`config.mk`:
```
export PLATFORM = sky130hd
export DESIGN_NAME = psd_top
export DESIGN_NICKNAME = d
export VERILOG_FILES = /design/src/hdl/psd_pkg.sv /design/src/hdl/psd_top.sv /design/src/hdl/psd_deadband.sv
export VERILOG_INCLUDE_DIRS = /design/src /design/src/hdl
export SDC_FILE = /design/constraint.sdc
export NUM_CORES = 1
export LEC_CHECK = 0
export BUFFER_PORTS_ARGS = -buffer_cell sky130_fd_sc_hd__buf_2
export CORE_MARGIN = 8
export CORE_UTILIZATION = 56
export CTS_CLUSTER_SIZE = 40
export DETAILED_ROUTE_END_ITERATION = 10
export PLACE_DENSITY = 0.82
export SYNTH_ARGS = -nofsm -noshare
export SYNTH_HDL_FRONTEND = slang
export SYNTH_SLANG_ARGS = --single-unit
```
`constraint.sdc`:
```
create_clock -name SYS_CLK_IN -period 7.2 [get_ports SYS_CLK_IN]
set_input_delay 0.36 -clock SYS_CLK_IN [delete_from_list [all_inputs] [get_ports SYS_CLK_IN]]
set_output_delay 0.36 -clock SYS_CLK_IN [all_outputs]
set_load 0.005 [all_outputs]
```
`src/hdl/psd_regs.svh`:
```
// register offsets, field positions, reset values and timing counts
// assumes the includer compiles it once per unit; guarded anyway
`ifndef PSD_REGS_SVH
`define PSD_REGS_SVH

// byte offsets on the plain register port
`define PSD_ADDR_W           3
`define PSD_OFF_SHDN_CTRL    3'h0
`define PSD_OFF_EPWM_CTRL    3'h1
`define PSD_OFF_CPWM_CTRL    3'h2
`define PSD_OFF_DRIVE_EN     3'h3
`define PSD_OFF_FLAGS        3'h4
`define PSD_OFF_STATE        3'h5

// auto_shutdown_control fields
`define PSD_SD_STATUS_BIT    7
`define PSD_SD_SRC_HI        6
`define PSD_SD_SRC_LO        4
`define PSD_SD_AC_HI         3
`define PSD_SD_AC_LO         2
`define PSD_SD_BD_HI         1
`define PSD_SD_BD_LO         0

// enhanced_pwm_control fields
`define PSD_RESTART_BIT      7
`define PSD_DB_HI            6

// capture_pwm_control fields
`define PSD_MODE_HI          7
`define PSD_MODE_LO          6
`define PSD_POL_AC_BIT       1
`define PSD_POL_BD_BIT       0
`define PSD_MODE_SINGLE      2'h0
`define PSD_MODE_FULL_FWD    2'h1
`define PSD_MODE_HALF        2'h2
`define PSD_MODE_FULL_REV    2'h3

// peripheral_flag_register field
`define PSD_PERIOD_FLAG_BIT  1

// reset values
`define PSD_RST_BYTE         8'h00
`define PSD_RST_DRIVE_EN     4'h0

// timing: dead-band counted in instruction cycles of 4 Tosc
`define PSD_CLK_PERIOD_NS    50
`define PSD_TOSC_NS          50
`define PSD_TOSC_PER_INSN    4
`define PSD_INSN_CLKS        ((`PSD_TOSC_PER_INSN * `PSD_TOSC_NS) / `PSD_CLK_PERIOD_NS)

`endif

```
`src/hdl/psd_pkg.sv`:
```
// types shared by the shutdown / dead-band output stage
// assumes psd_regs.svh supplies the numeric constants
package psd_pkg;
   typedef enum logic [1:0] {
      PSD_IDLE,
      PSD_RUN,
      PSD_SHUT
   } psd_ostate_t;

   typedef logic [1:0] psd_pss_t;
endpackage

```
`src/hdl/psd_top.sv`:
```
// shutdown, polarity, start-up order and dead-band stage of a 4-pin pwm
// assumes period timer and duty generator outside; inputs synchronous
`timescale 1ns/1ps
`default_nettype none
`include "psd_regs.svh"
//
// Overview of operation
// - pins float after reset until enabled
// - polarity per pair from low mode bits
// - period flag set when period starts
// - three-bit field selects shutdown sources
// - writing one to status forces shutdown
// - status bit 7 shows shutdown state
// - shutdown overrides outputs without period wait
// - pair a/c shutdown level: low, high, float
// - pair b/d shutdown level: low, high, float
// - shutdown is a level, persists while present
// - status writes ignored while condition present
// - without auto restart, software clears status
// - auto restart clears status when condition ends
// - restart resumes at next period start
// - dead-band only on rising active edge
// - dead-band is count times instruction cycle
// - long dead-band keeps output inactive
// - restart enable is bit 7 of control
module psd_top #(
   parameter int DB_W = 7
) (
   // clock and reset
   input  wire logic                  SYS_CLK_IN,
   input  wire logic                  RESETN_IN,
   // register port
   input  wire logic [`PSD_ADDR_W-1:0] REG_ADDR_IN,
   input  wire logic [7:0]            REG_WDATA_IN,
   input  wire logic                  REG_WR_IN,
   input  wire logic                  REG_RD_IN,
   output logic      [7:0]            REG_RDATA_OUT,
   // period timer and duty generator
   input  wire logic                  PERIOD_START_IN,
   input  wire logic                  PWM_RAW_IN,
   // shutdown sources
   input  wire logic                  CMP1_IN,
   input  wire logic                  CMP2_IN,
   input  wire logic                  SHDN_PIN_N_IN,
   // pins a,b,c,d in bits 0..3
   output logic      [3:0]            PWM_OUT,
   output logic      [3:0]            PWM_OE_N_OUT,
   output logic                       SHUTDOWN_OUT
);
   import psd_pkg::*;

   if (DB_W != 7) begin : g_bad_db_w
      $error("psd_top: dead-band field must be 7 bits");
   end

   logic [7:0]  shdn_ctrl_q;
   logic        status_q;
   logic [7:0]  epwm_ctrl_q;
   logic [7:0]  cpwm_ctrl_q;
   logic [3:0]  drive_en_q;
   logic        period_flag_q;
   logic [7:0]  rdata_q;
   psd_ostate_t state_q;
   logic [3:0]  pwm_q;
   logic [3:0]  oe_n_q;

   logic        cond;
   logic        sd;
   logic        auto_rs;
   logic [2:0]  src;
   logic [1:0]  mode;
   logic [3:0]  act;
   logic [1:0]  db_raw;
   logic [1:0]  db_out;
   logic [DB_W-1:0] db_cnt;
   logic        wr_shdn;
   logic        wr_flags;

   assign wr_shdn  = REG_WR_IN && REG_ADDR_IN == `PSD_OFF_SHDN_CTRL;
   assign wr_flags = REG_WR_IN && REG_ADDR_IN == `PSD_OFF_FLAGS;
   assign src      = shdn_ctrl_q[`PSD_SD_SRC_HI:`PSD_SD_SRC_LO];
   assign auto_rs  = epwm_ctrl_q[`PSD_RESTART_BIT];
   assign mode     = cpwm_ctrl_q[`PSD_MODE_HI:`PSD_MODE_LO];

   // condition is a live level, never latched
   assign cond = (src[0] & CMP1_IN) | (src[1] & CMP2_IN) | (src[2] & ~SHDN_PIN_N_IN);
   // live condition forces pins on the same edge that sets status
   assign sd = status_q | cond;

   // configuration registers
   always_ff @(posedge SYS_CLK_IN or negedge RESETN_IN) begin
      if (!RESETN_IN) begin
         shdn_ctrl_q <= `PSD_RST_BYTE;
         epwm_ctrl_q <= `PSD_RST_BYTE;
         cpwm_ctrl_q <= `PSD_RST_BYTE;
         drive_en_q  <= `PSD_RST_DRIVE_EN;
      end else if (REG_WR_IN) begin
         case (REG_ADDR_IN)
            `PSD_OFF_SHDN_CTRL: shdn_ctrl_q <= {1'b0, REG_WDATA_IN[6:0]};
            `PSD_OFF_EPWM_CTRL: epwm_ctrl_q <= REG_WDATA_IN;
            `PSD_OFF_CPWM_CTRL: cpwm_ctrl_q <= REG_WDATA_IN;
            `PSD_OFF_DRIVE_EN:  drive_en_q  <= REG_WDATA_IN[3:0];
            default: ;
         endcase
      end
   end

   // shutdown status: hardware set beats every clear
   always_ff @(posedge SYS_CLK_IN or negedge RESETN_IN) begin
      if (!RESETN_IN) begin
         status_q <= 1'b0;
      end else if (cond) begin
         status_q <= 1'b1;
      end else if (wr_shdn && REG_WDATA_IN[`PSD_SD_STATUS_BIT]) begin
         status_q <= 1'b1;
      end else if (auto_rs) begin
         status_q <= 1'b0;
      end else if (wr_shdn) begin
         status_q <= 1'b0;
      end
   end

   // period match flag, cleared by writing zero
   always_ff @(posedge SYS_CLK_IN or negedge RESETN_IN) begin
      if (!RESETN_IN) begin
         period_flag_q <= 1'b0;
      end else if (PERIOD_START_IN) begin
         period_flag_q <= 1'b1;
      end else if (wr_flags && !REG_WDATA_IN[`PSD_PERIOD_FLAG_BIT]) begin
         period_flag_q <= 1'b0;
      end
   end

   // run state: waveform only starts on a period boundary
   always_ff @(posedge SYS_CLK_IN or negedge RESETN_IN) begin
      if (!RESETN_IN) begin
         state_q <= PSD_IDLE;
      end else begin
         case (state_q)
            PSD_IDLE: begin
               if (sd) begin
                  state_q <= PSD_SHUT;
               end else if (PERIOD_START_IN) begin
                  state_q <= PSD_RUN;
               end
            end
            PSD_RUN: begin
               if (sd) begin
                  state_q <= PSD_SHUT;
               end
            end
            PSD_SHUT: begin
               if (!sd) begin
                  state_q <= PSD_IDLE;
               end
            end
            default: state_q <= PSD_IDLE;
         endcase
      end
   end

   // read data valid only in the cycle after the strobe
   always_ff @(posedge SYS_CLK_IN or negedge RESETN_IN) begin
      if (!RESETN_IN) begin
         rdata_q <= 8'h00;
      end else if (REG_RD_IN) begin
         case (REG_ADDR_IN)
            `PSD_OFF_SHDN_CTRL: rdata_q <= {status_q, shdn_ctrl_q[6:0]};
            `PSD_OFF_EPWM_CTRL: rdata_q <= epwm_ctrl_q;
            `PSD_OFF_CPWM_CTRL: rdata_q <= cpwm_ctrl_q;
            `PSD_OFF_DRIVE_EN:  rdata_q <= {4'h0, drive_en_q};
            `PSD_OFF_FLAGS:     rdata_q <= {6'h00, period_flag_q, 1'b0};
            `PSD_OFF_STATE:     rdata_q <= {5'h00, cond, state_q};
            default:            rdata_q <= 8'h00;
         endcase
      end else begin
         rdata_q <= 8'h00;
      end
   end

   // dead-band applies to a and its complement b in half-bridge only
   assign db_cnt    = (mode == `PSD_MODE_HALF) ? epwm_ctrl_q[`PSD_DB_HI:0] : '0;
   assign db_raw[0] = PWM_RAW_IN;
   assign db_raw[1] = ~PWM_RAW_IN;

   // active-level waveform per pin, before polarity
   always_comb begin
      act = 4'h0;
      case (mode)
         `PSD_MODE_SINGLE:   act = {3'b000, PWM_RAW_IN};
         `PSD_MODE_HALF:     act = {2'b00, db_out[1], db_out[0]};
         `PSD_MODE_FULL_FWD: act = {PWM_RAW_IN, 2'b00, 1'b1};
         `PSD_MODE_FULL_REV: act = {1'b0, 1'b1, PWM_RAW_IN, 1'b0};
         default:            act = 4'h0;
      endcase
   end

   genvar gi;
   generate
      for (gi = 0; gi < 2; gi++) begin : g_db
         psd_deadband #(
            .CNT_W (DB_W),
            .INSN  (`PSD_INSN_CLKS)
         ) u_db (
            .clk_in   (SYS_CLK_IN),
            .rst_n_in (RESETN_IN),
            .count_in (db_cnt),
            .raw_in   (db_raw[gi]),
            .out_out  (db_out[gi])
         );
      end

      // even pins pair a/c, odd pins pair b/d
      for (gi = 0; gi < 4; gi++) begin : g_pin
         psd_pss_t pss;
         logic     pol_low;
         assign pss     = (gi % 2 == 0) ? shdn_ctrl_q[`PSD_SD_AC_HI:`PSD_SD_AC_LO]
                                        : shdn_ctrl_q[`PSD_SD_BD_HI:`PSD_SD_BD_LO];
         assign pol_low = (gi % 2 == 0) ? cpwm_ctrl_q[`PSD_POL_AC_BIT]
                                        : cpwm_ctrl_q[`PSD_POL_BD_BIT];
         // polarity change while driving is unguarded; software orders it
         always_ff @(posedge SYS_CLK_IN or negedge RESETN_IN) begin
            if (!RESETN_IN) begin
               pwm_q[gi]  <= 1'b0;
               oe_n_q[gi] <= 1'b1;
            end else if (!drive_en_q[gi]) begin
               pwm_q[gi]  <= pol_low;
               oe_n_q[gi] <= 1'b1;
            end else if (sd) begin
               pwm_q[gi]  <= pss[0];
               oe_n_q[gi] <= pss[1];
            end else if (state_q == PSD_RUN) begin
               pwm_q[gi]  <= act[gi] ^ pol_low;
               oe_n_q[gi] <= 1'b0;
            end else begin
               pwm_q[gi]  <= pol_low;
               oe_n_q[gi] <= 1'b0;
            end
         end
      end
   endgenerate

   assign PWM_OUT       = pwm_q;
   assign PWM_OE_N_OUT  = oe_n_q;
   assign REG_RDATA_OUT = rdata_q;
   assign SHUTDOWN_OUT  = status_q;
endmodule
`default_nettype wire

```
`src/hdl/psd_deadband.sv`:
```
// dead-band delay for one output: delays only the inactive-to-active edge
// assumes raw_in and count_in synchronous to clk_in
`timescale 1ns/1ps
`default_nettype none
`include "psd_regs.svh"
module psd_deadband #(
   parameter int CNT_W = 7,
   parameter int INSN  = `PSD_INSN_CLKS
) (
   // clock and reset
   input  wire logic             clk_in,
   input  wire logic             rst_n_in,
   // control
   input  wire logic [CNT_W-1:0] count_in,
   input  wire logic             raw_in,
   // result
   output logic                  out_out
);
   import psd_pkg::*;
   localparam int TW = CNT_W + $clog2(INSN) + 1;

   if (CNT_W < 1 || INSN < 1) begin : g_bad_param
      $error("psd_deadband: bad parameters");
   end

   logic [TW-1:0] tmr_q;
   logic          done_q;
   logic [TW-1:0] target;

   assign target = TW'(count_in) * TW'(INSN);

   // timer restarts on every fall, so a short pulse never shows
   always_ff @(posedge clk_in or negedge rst_n_in) begin
      if (!rst_n_in) begin
         tmr_q  <= '0;
         done_q <= 1'b0;
      end else if (!raw_in) begin
         tmr_q  <= '0;
         done_q <= 1'b0;
      end else if (!done_q) begin
         tmr_q <= tmr_q + TW'(1);
         if (tmr_q == target - TW'(1)) begin
            done_q <= 1'b1;
         end
      end
   end

   assign out_out = raw_in & ((count_in == '0) | done_q);
endmodule
`default_nettype wire

```
=== Word level (Yosys, flattened, before mapping) ===
Index checks and enable logic that the tools add are counted.

* Mux-type cells: 43
* Equal/unequal tests: 17
* Add/sub/neg operators: 3
* Bitwise logic cells: 16
* Reduce and logical (&&, ||, !) cells: 16

{| class="wikitable"
|+ Operators with widths
! operator !! count
|-
| one-hot mux 8 bit (6 select lines) || 1
|-
| two-way mux 10 bit || 4
|-
| two-way mux 1 bit || 30
|-
| adder 10 x 1 -> 10 bit (second input constant) || 2
|-
| equality test 10 bit || 2
|-
| one-hot mux 4 bit (4 select lines) || 1
|-
| subtractor 9 x 1 -> 10 bit (second input constant) || 1
|-
| two-way mux 2 bit || 4
|-
| two-way mux 8 bit || 1
|-
| != test 2 bit (second input constant) || 4
|-
| AND reduction 2 bit || 4
|-
| logical NOT 7 bit || 1
|-
| two-way mux 7 bit || 1
|-
| equality test 2 bit (second input constant) || 3
|-
| equality test 3 x 2 -> 1 bit (second input constant) || 2
|-
| equality test 3 bit (second input constant) || 2
|-
| one-hot mux 2 bit (3 select lines) || 1
|-
| bitwise AND 1 bit || 5
|-
| OR 1 bit || 5
|-
| equality test 2 x 1 -> 1 bit (second input constant) || 2
|-
| logical AND 1 bit || 4
|-
| logical NOT 2 bit || 2
|-
| nonzero test 4 bit || 1
|-
| XOR 1 bit || 4
|-
| other kinds (7) || 8
|}

* Logic and storage cells: 115
* Flip-flop bits (word level): 69
* Input port bits: 20
* Output and inout bits: 17

=== Longest topological paths before layout ===
* Depth after elaboration: 10
* Mapped depth: 10
* Depth with buffers taken out: 8

=== By module ===
From an unflattened synthesis, not the netlist that was laid out.

* Cells, all modules: 356
* Area, all modules: 3814.9 µm²

{| class="wikitable"
|+ Modules (own cells, without submodules)
! module !! instances !! sequential area each (µm²) !! cells an instance !! area an instance (µm²)
|-
| psd_top || 1 || 1181.1 || 182 || 2218.4
|-
| psd_deadband || 2 || 275.3 || 87 || 798.3
|}

=== Worst setup path before layout ===
OpenSTA, ideal clock, no wires.

* Path kind: register to register
* Start: register cpwm_ctrl_q[7]
* End: register g_db[1].u_db.done_q
* Arrival: 2.285 ns
* Clock period less this slack: 2.385 ns
* Cell stages (with the launch flop): 11
* Required time: 7.099 ns
* Buffers on the path: 2
* Library setup time: 0.101 ns
* Slack: 4.815 ns
* Cell sequence: dfrtp_1 > clkbuf_1 > nor2b_1 > buf_2 > nand2_1 > ha_1 > inv_1 > o311ai_0 > a21oi_1 > a311o_1 > o32ai_1

* Word-level cells in the longest chain between the ends: 7

{| class="wikitable"
|+ Ends and longest elaborated chain
! element !! line !! RTL
|-
| from (decl) || psd_top.sv:59 || <nowiki>logic [7:0] cpwm_ctrl_q;</nowiki>
|-
| from (signal assigned) || psd_top.sv:95 || <nowiki>cpwm_ctrl_q <= `PSD_RST_BYTE;</nowiki>
|-
| equality test 2 bit || - ||
|-
| two-way mux 7 bit || psd_top.sv:182 || <nowiki>assign db_cnt = (mode == `PSD_MODE_HALF) ? epwm_ctrl_q[`PSD_DB_HI:0] : '0;</nowiki>
|-
| subtractor 9 x 1 -> 10 bit || psd_deadband.sv:42 || <nowiki>if (tmr_q == target - TW'(1)) begin</nowiki>
|-
| equality test 10 bit || psd_deadband.sv:42 ||
|-
| two-way mux 1 bit || psd_deadband.sv:42 ||
|-
| two-way mux 1 bit || psd_deadband.sv:40 || <nowiki>end else if (!done_q) begin</nowiki>
|-
| two-way mux 1 bit || psd_deadband.sv:37 || <nowiki>end else if (!raw_in) begin</nowiki>
|-
| to (signal assigned) || psd_deadband.sv:36 || <nowiki>done_q <= 1'b0;</nowiki>
|-
| to (signal assigned) || psd_deadband.sv:39 || <nowiki>done_q <= 1'b0;</nowiki>
|-
| to (signal assigned) || psd_deadband.sv:43 || <nowiki>done_q <= 1'b1;</nowiki>
|-
| to (decl) || psd_deadband.sv:27 || <nowiki>logic done_q;</nowiki>
|}

Every way passes these cells.
A chain may end at the register's enable or synchronous reset.

=== Worst setup path in the final report ===
* Start: register cpwm_ctrl_q[6]
* End: register g_db[1].u_db.done_q

The elaborated chain is that of the path after synthesis.

==> summary.txt <==
Status
  • Status: complete, no violations

Layout
  • Layout cell share with drive strength beyond 1: 21.9%
  • Fin nets: 416
  • Number of standard cells in the final layout excluding fillers: 474
  • Layout Area Growth over Synthesis: 11.9%
  • Number of diodes added for antenna fixing: 0

Floorplan
  • DIE WIDTH: 97.2 um
  • Core Box Area: 6350 um^2
  • Vertical die dimension: 97.2 um
  • Number of top-level design ports: 37
  • Standard-cell rows: 29
  • Die ar.: 9440 um^2
  • Starting Density: 58.1%

Global routing
  • Total congestion overflow after global routing: 0
  • Global-route usage over all layers: 18.7%
  • Maximum number of pins on one net before global-route repair: 70
  • Number of global-route vias before repair: 2900
  • Wire length of the first global-routing pass: 14400 um
  • Antenna violations before repair: 0

Yosys
  • Top cell type by total area after synthesis: sky130_fd_sc_hd__dfrtp_1
  • Yosys warnings: 0
  • Yosys reg bits: 69
  • Sequential fraction of the synthesis area: 46.9%
  • Portion of synthesized cell area occupied by the leading cell type: 44.1%
  • Most used flip-flop cell after synthesis: sky130_fd_sc_hd__dfrtp_1
  • Number of nets produced by synthesis: 389
  • Count leader, synth: sky130_fd_sc_hd__dfrtp_1
  • Cell area after technology mapping: 3690 um^2
  • Dominant cells by area after synthesis: sky130_fd_sc_hd__dfrtp_1, sky130_fd_sc_hd__mux2_2, sky130_fd_sc_hd__dfstp_2
  • Average footprint of a synthesized cell: 10.1 um^2
  • Asr flop ratio synth: 100%
  • Post-Synthesis Cells: 366
  • Post-synthesis cell type count: 52
  • Number of synthesized flops with an enable pin: 0
  • Top cell types by occurrence after synthesis: sky130_fd_sc_hd__dfrtp_1, sky130_fd_sc_hd__nor2_1, sky130_fd_sc_hd__nand2_1, sky130_fd_sc_hd__mux2_2, sky130_fd_sc_hd__a21oi_1

Flow run
  • Max-cap violation count: 0

Clock network
  • Number of buffers on the longest clock path: 2
  • CTS tree: yes
  • Clock-pin transition on the worst setup and hold timing paths: 0.08 ns
  • Cts repair resizes: 0
  • H-tree depth: 3
  • Count of buffers added by post-CTS timing repair for setup: 0
  • Total CTS buffers: 9
  • Source-to-sink clock delay at the later pin of the worst-skew pair: 0.35 ns
  • Number of clock sinks seen by CTS: 69
  • Root buffer cell: sky130_fd_sc_hd__clkbuf_8
  • Post-cts hold buffer count: 0

Worst hold path
  • Min-Delay Path Class: in -> async

Pwr
  • Pwr per Cell Area: 271 nW/um^2
  • Leak pwr: 1.83 nW
  • Peak ir drop on the vdd network: 157 uV

STA
  • Post-Route Hold Slack: 0.193 ns
  • Finish-stage setup viols: 0
  • Setup repair after global routing missed its margin: no
  • Sum of negative setup slack: 0 ns
  • Number of failing hold endpoints at the final stage: 0
  • Final worst-path cycle share: 41.5%
  • Shortest clock period the worst path allows after layout: 2.99 ns
  • Slew Limit Headroom: 44.6%
  • Slew Limit Fails: 0
  • Highest Clock Rate: 335 MHz
  • Clock Skew: 0.0158 ns
  • Slew @ Worst Pin: 0.831 ns

Place
  • HPWL after DPL: 6040 um
  • Port Buf Inserts: 36
  • Number of placed instances with taps included: 459
  • Routability Congestion: 0.948

Critical path
  • Worst setup endpoint: g_db[1].u_db.done_q$_DFF_PN0_
  • Slack of the worst reg-to-reg path: 4.21 ns
  • Critical path peak fanout: 14
  • Category of the critical setup timing path: reg -> reg
  • Startpoint type of the worst setup path: register
  • Capturing element type of the critical path: register
  • Arrival time reported for the critical path endpoint: 3.23 ns
  • Origin of the critical flop-to-flop path: cpwm_ctrl_q[6]$_DFFE_PN0P_
  • Depth of the worst register-to-register path: 8
  • Worst endpoint required time: 7.45 ns
  • CP startpoint: cpwm_ctrl_q[6]$_DFFE_PN0P_
  • Endpoint of the worst register-to-register path: g_db[1].u_db.done_q$_DFF_PN0_

Drt
  • Count of TritonRoute iterations in the first routing pass: 5
  • Vias per inst: 6.15
  • WL met3: 783 um
  • DRC viols: 0
  • Top sig layer: met4
  • Met2 wire len: 3970 um
  • Post-detailed-route wirelength per cell: 18.0 um
  • Met1 routed wirelength after detailed routing: 3550 um
  • Antenna-violating nets left: 0
  • Total number of vias: 2917
  • Wirelength, routed: 8520 um
  • Number of DRC violations after detailed-routing iteration 0: 267
## through the flow
step                setup slack (ns)  utilization (%)  cell area (um^2)  power (mW)
finish                          4.21             65.0              4130        1.12
global route                    4.01             65.0              4130        1.17
CTS                             4.31             65.0              4130        1.12
detailed placement              4.35             61.3              3890       0.747
global placement                4.47             61.3              3890       0.735
floorplan                       4.81                -              3690       0.662
## report_power, final
group	total, mW	internal, mW	switching (mW)
registers	0.513	0.449	0.0642
clock network	0.374	0.228	0.146
logic	0.232	0.107	0.125
total	1.12	0.784	0.335
## layout by cell type (no fill, tap or decap), types with 4 or more instances in the layout
cell,Yosys,final
sky130_fd_sc_hd__dfstp_2,4,4
sky130_fd_sc_hd__buf_2,2,36
sky130_fd_sc_hd__nor2_1,27,27
sky130_fd_sc_hd__nor2b_1,11,11
sky130_fd_sc_hd__nor3_1,6,6
sky130_fd_sc_hd__clkbuf_8,0,9
sky130_fd_sc_hd__nand3_1,16,16
sky130_fd_sc_hd__dfrtp_1,65,65
sky130_fd_sc_hd__and3_1,11,11
sky130_fd_sc_hd__nand3b_1,5,5
sky130_fd_sc_hd__and2_1,11,11
sky130_fd_sc_hd__a21oi_1,18,18
sky130_fd_sc_hd__mux2_2,25,25
sky130_fd_sc_hd__nand2_1,26,26
sky130_fd_sc_hd__xor2_1,12,12
sky130_fd_sc_hd__xnor2_1,12,12
sky130_fd_sc_hd__nand2b_1,8,8
sky130_fd_sc_hd__o21ai_0,13,13
sky130_fd_sc_hd__inv_1,10,10
sky130_fd_sc_hd__mux2i_1,6,6
## how the worst min path moves through the flow
stage	to	slack, ns	cells after the start
after floorplan	PWM_OUT[0]$_DFF_PN0_	0.06	0
after global placement	PWM_OE_N_OUT[2]$_DFF_PN1_	0.48	1
after detailed placement	PWM_OE_N_OUT[2]$_DFF_PN1_	0.49	1
after CTS	period_flag_q$_DFFE_PN0P_	0.21	2
after global routing	period_flag_q$_DFFE_PN0P_	0.22	2
final	g_db[1].u_db.tmr_q[0]$_DFFE_PN0P_	0.19	2
## final cells by class
cell class | count | area [um^2]
clock inverter | 6 | 113
sequential | 69 | 1730
fill | 510 | 2220
multi-input combinational | 266 | 1840
tap | 77 | 96.3
timing repair buffer | 37 | 188
inverter | 10 | 37.5
clock buffer | 9 | 124
## sequential cells by signal, summed over array words and instances, names as in the netlist, 4 cells and up
name,count
PWM_OUT,4
g_db.u_db.tmr_q,20
PWM_OE_N_OUT,4
cpwm_ctrl_q,8
drive_en_q,4
REG_RDATA_OUT,8
shdn_ctrl_q,7
epwm_ctrl_q,8
## logic make-up after synthesis
| family | after synthesis | share of synthesized area (%) |
|---|---|---|
| compound gates | 63 | 11.0 |
| simple gates | 142 | 20.9 |
| mux | 34 | 11.2 |
| xor+xnor | 24 | 5.70 |
| fa+ha+maj | 3 | 1.02 |
| flops | 69 | 46.9 |
| buf+inv | 31 | 3.22 |
## metal layers
| layer | up-vias | track usage, % |
|---|---|---|
| met5 | - | 0 |
| met4 | 0 | 10.7 |
| met3 | 28 | 6.33 |
| met2 | 134 | 28.3 |
| met1 | 1398 | 22.7 |
| li1 | 1357 | - |
## worst max-delay path: stages (launching register included)
cell	delay [ns]
sky130_fd_sc_hd__dfrtp_1	0.52
sky130_fd_sc_hd__nor2b_1	0.22
sky130_fd_sc_hd__nand2_1	0.12
sky130_fd_sc_hd__ha_1	0.46
sky130_fd_sc_hd__inv_1	0.09
sky130_fd_sc_hd__o311ai_0	0.68
sky130_fd_sc_hd__a21oi_1	0.16
sky130_fd_sc_hd__a311o_1	0.35
sky130_fd_sc_hd__o32ai_1	0.27
(Power assumes the default switching activity.)
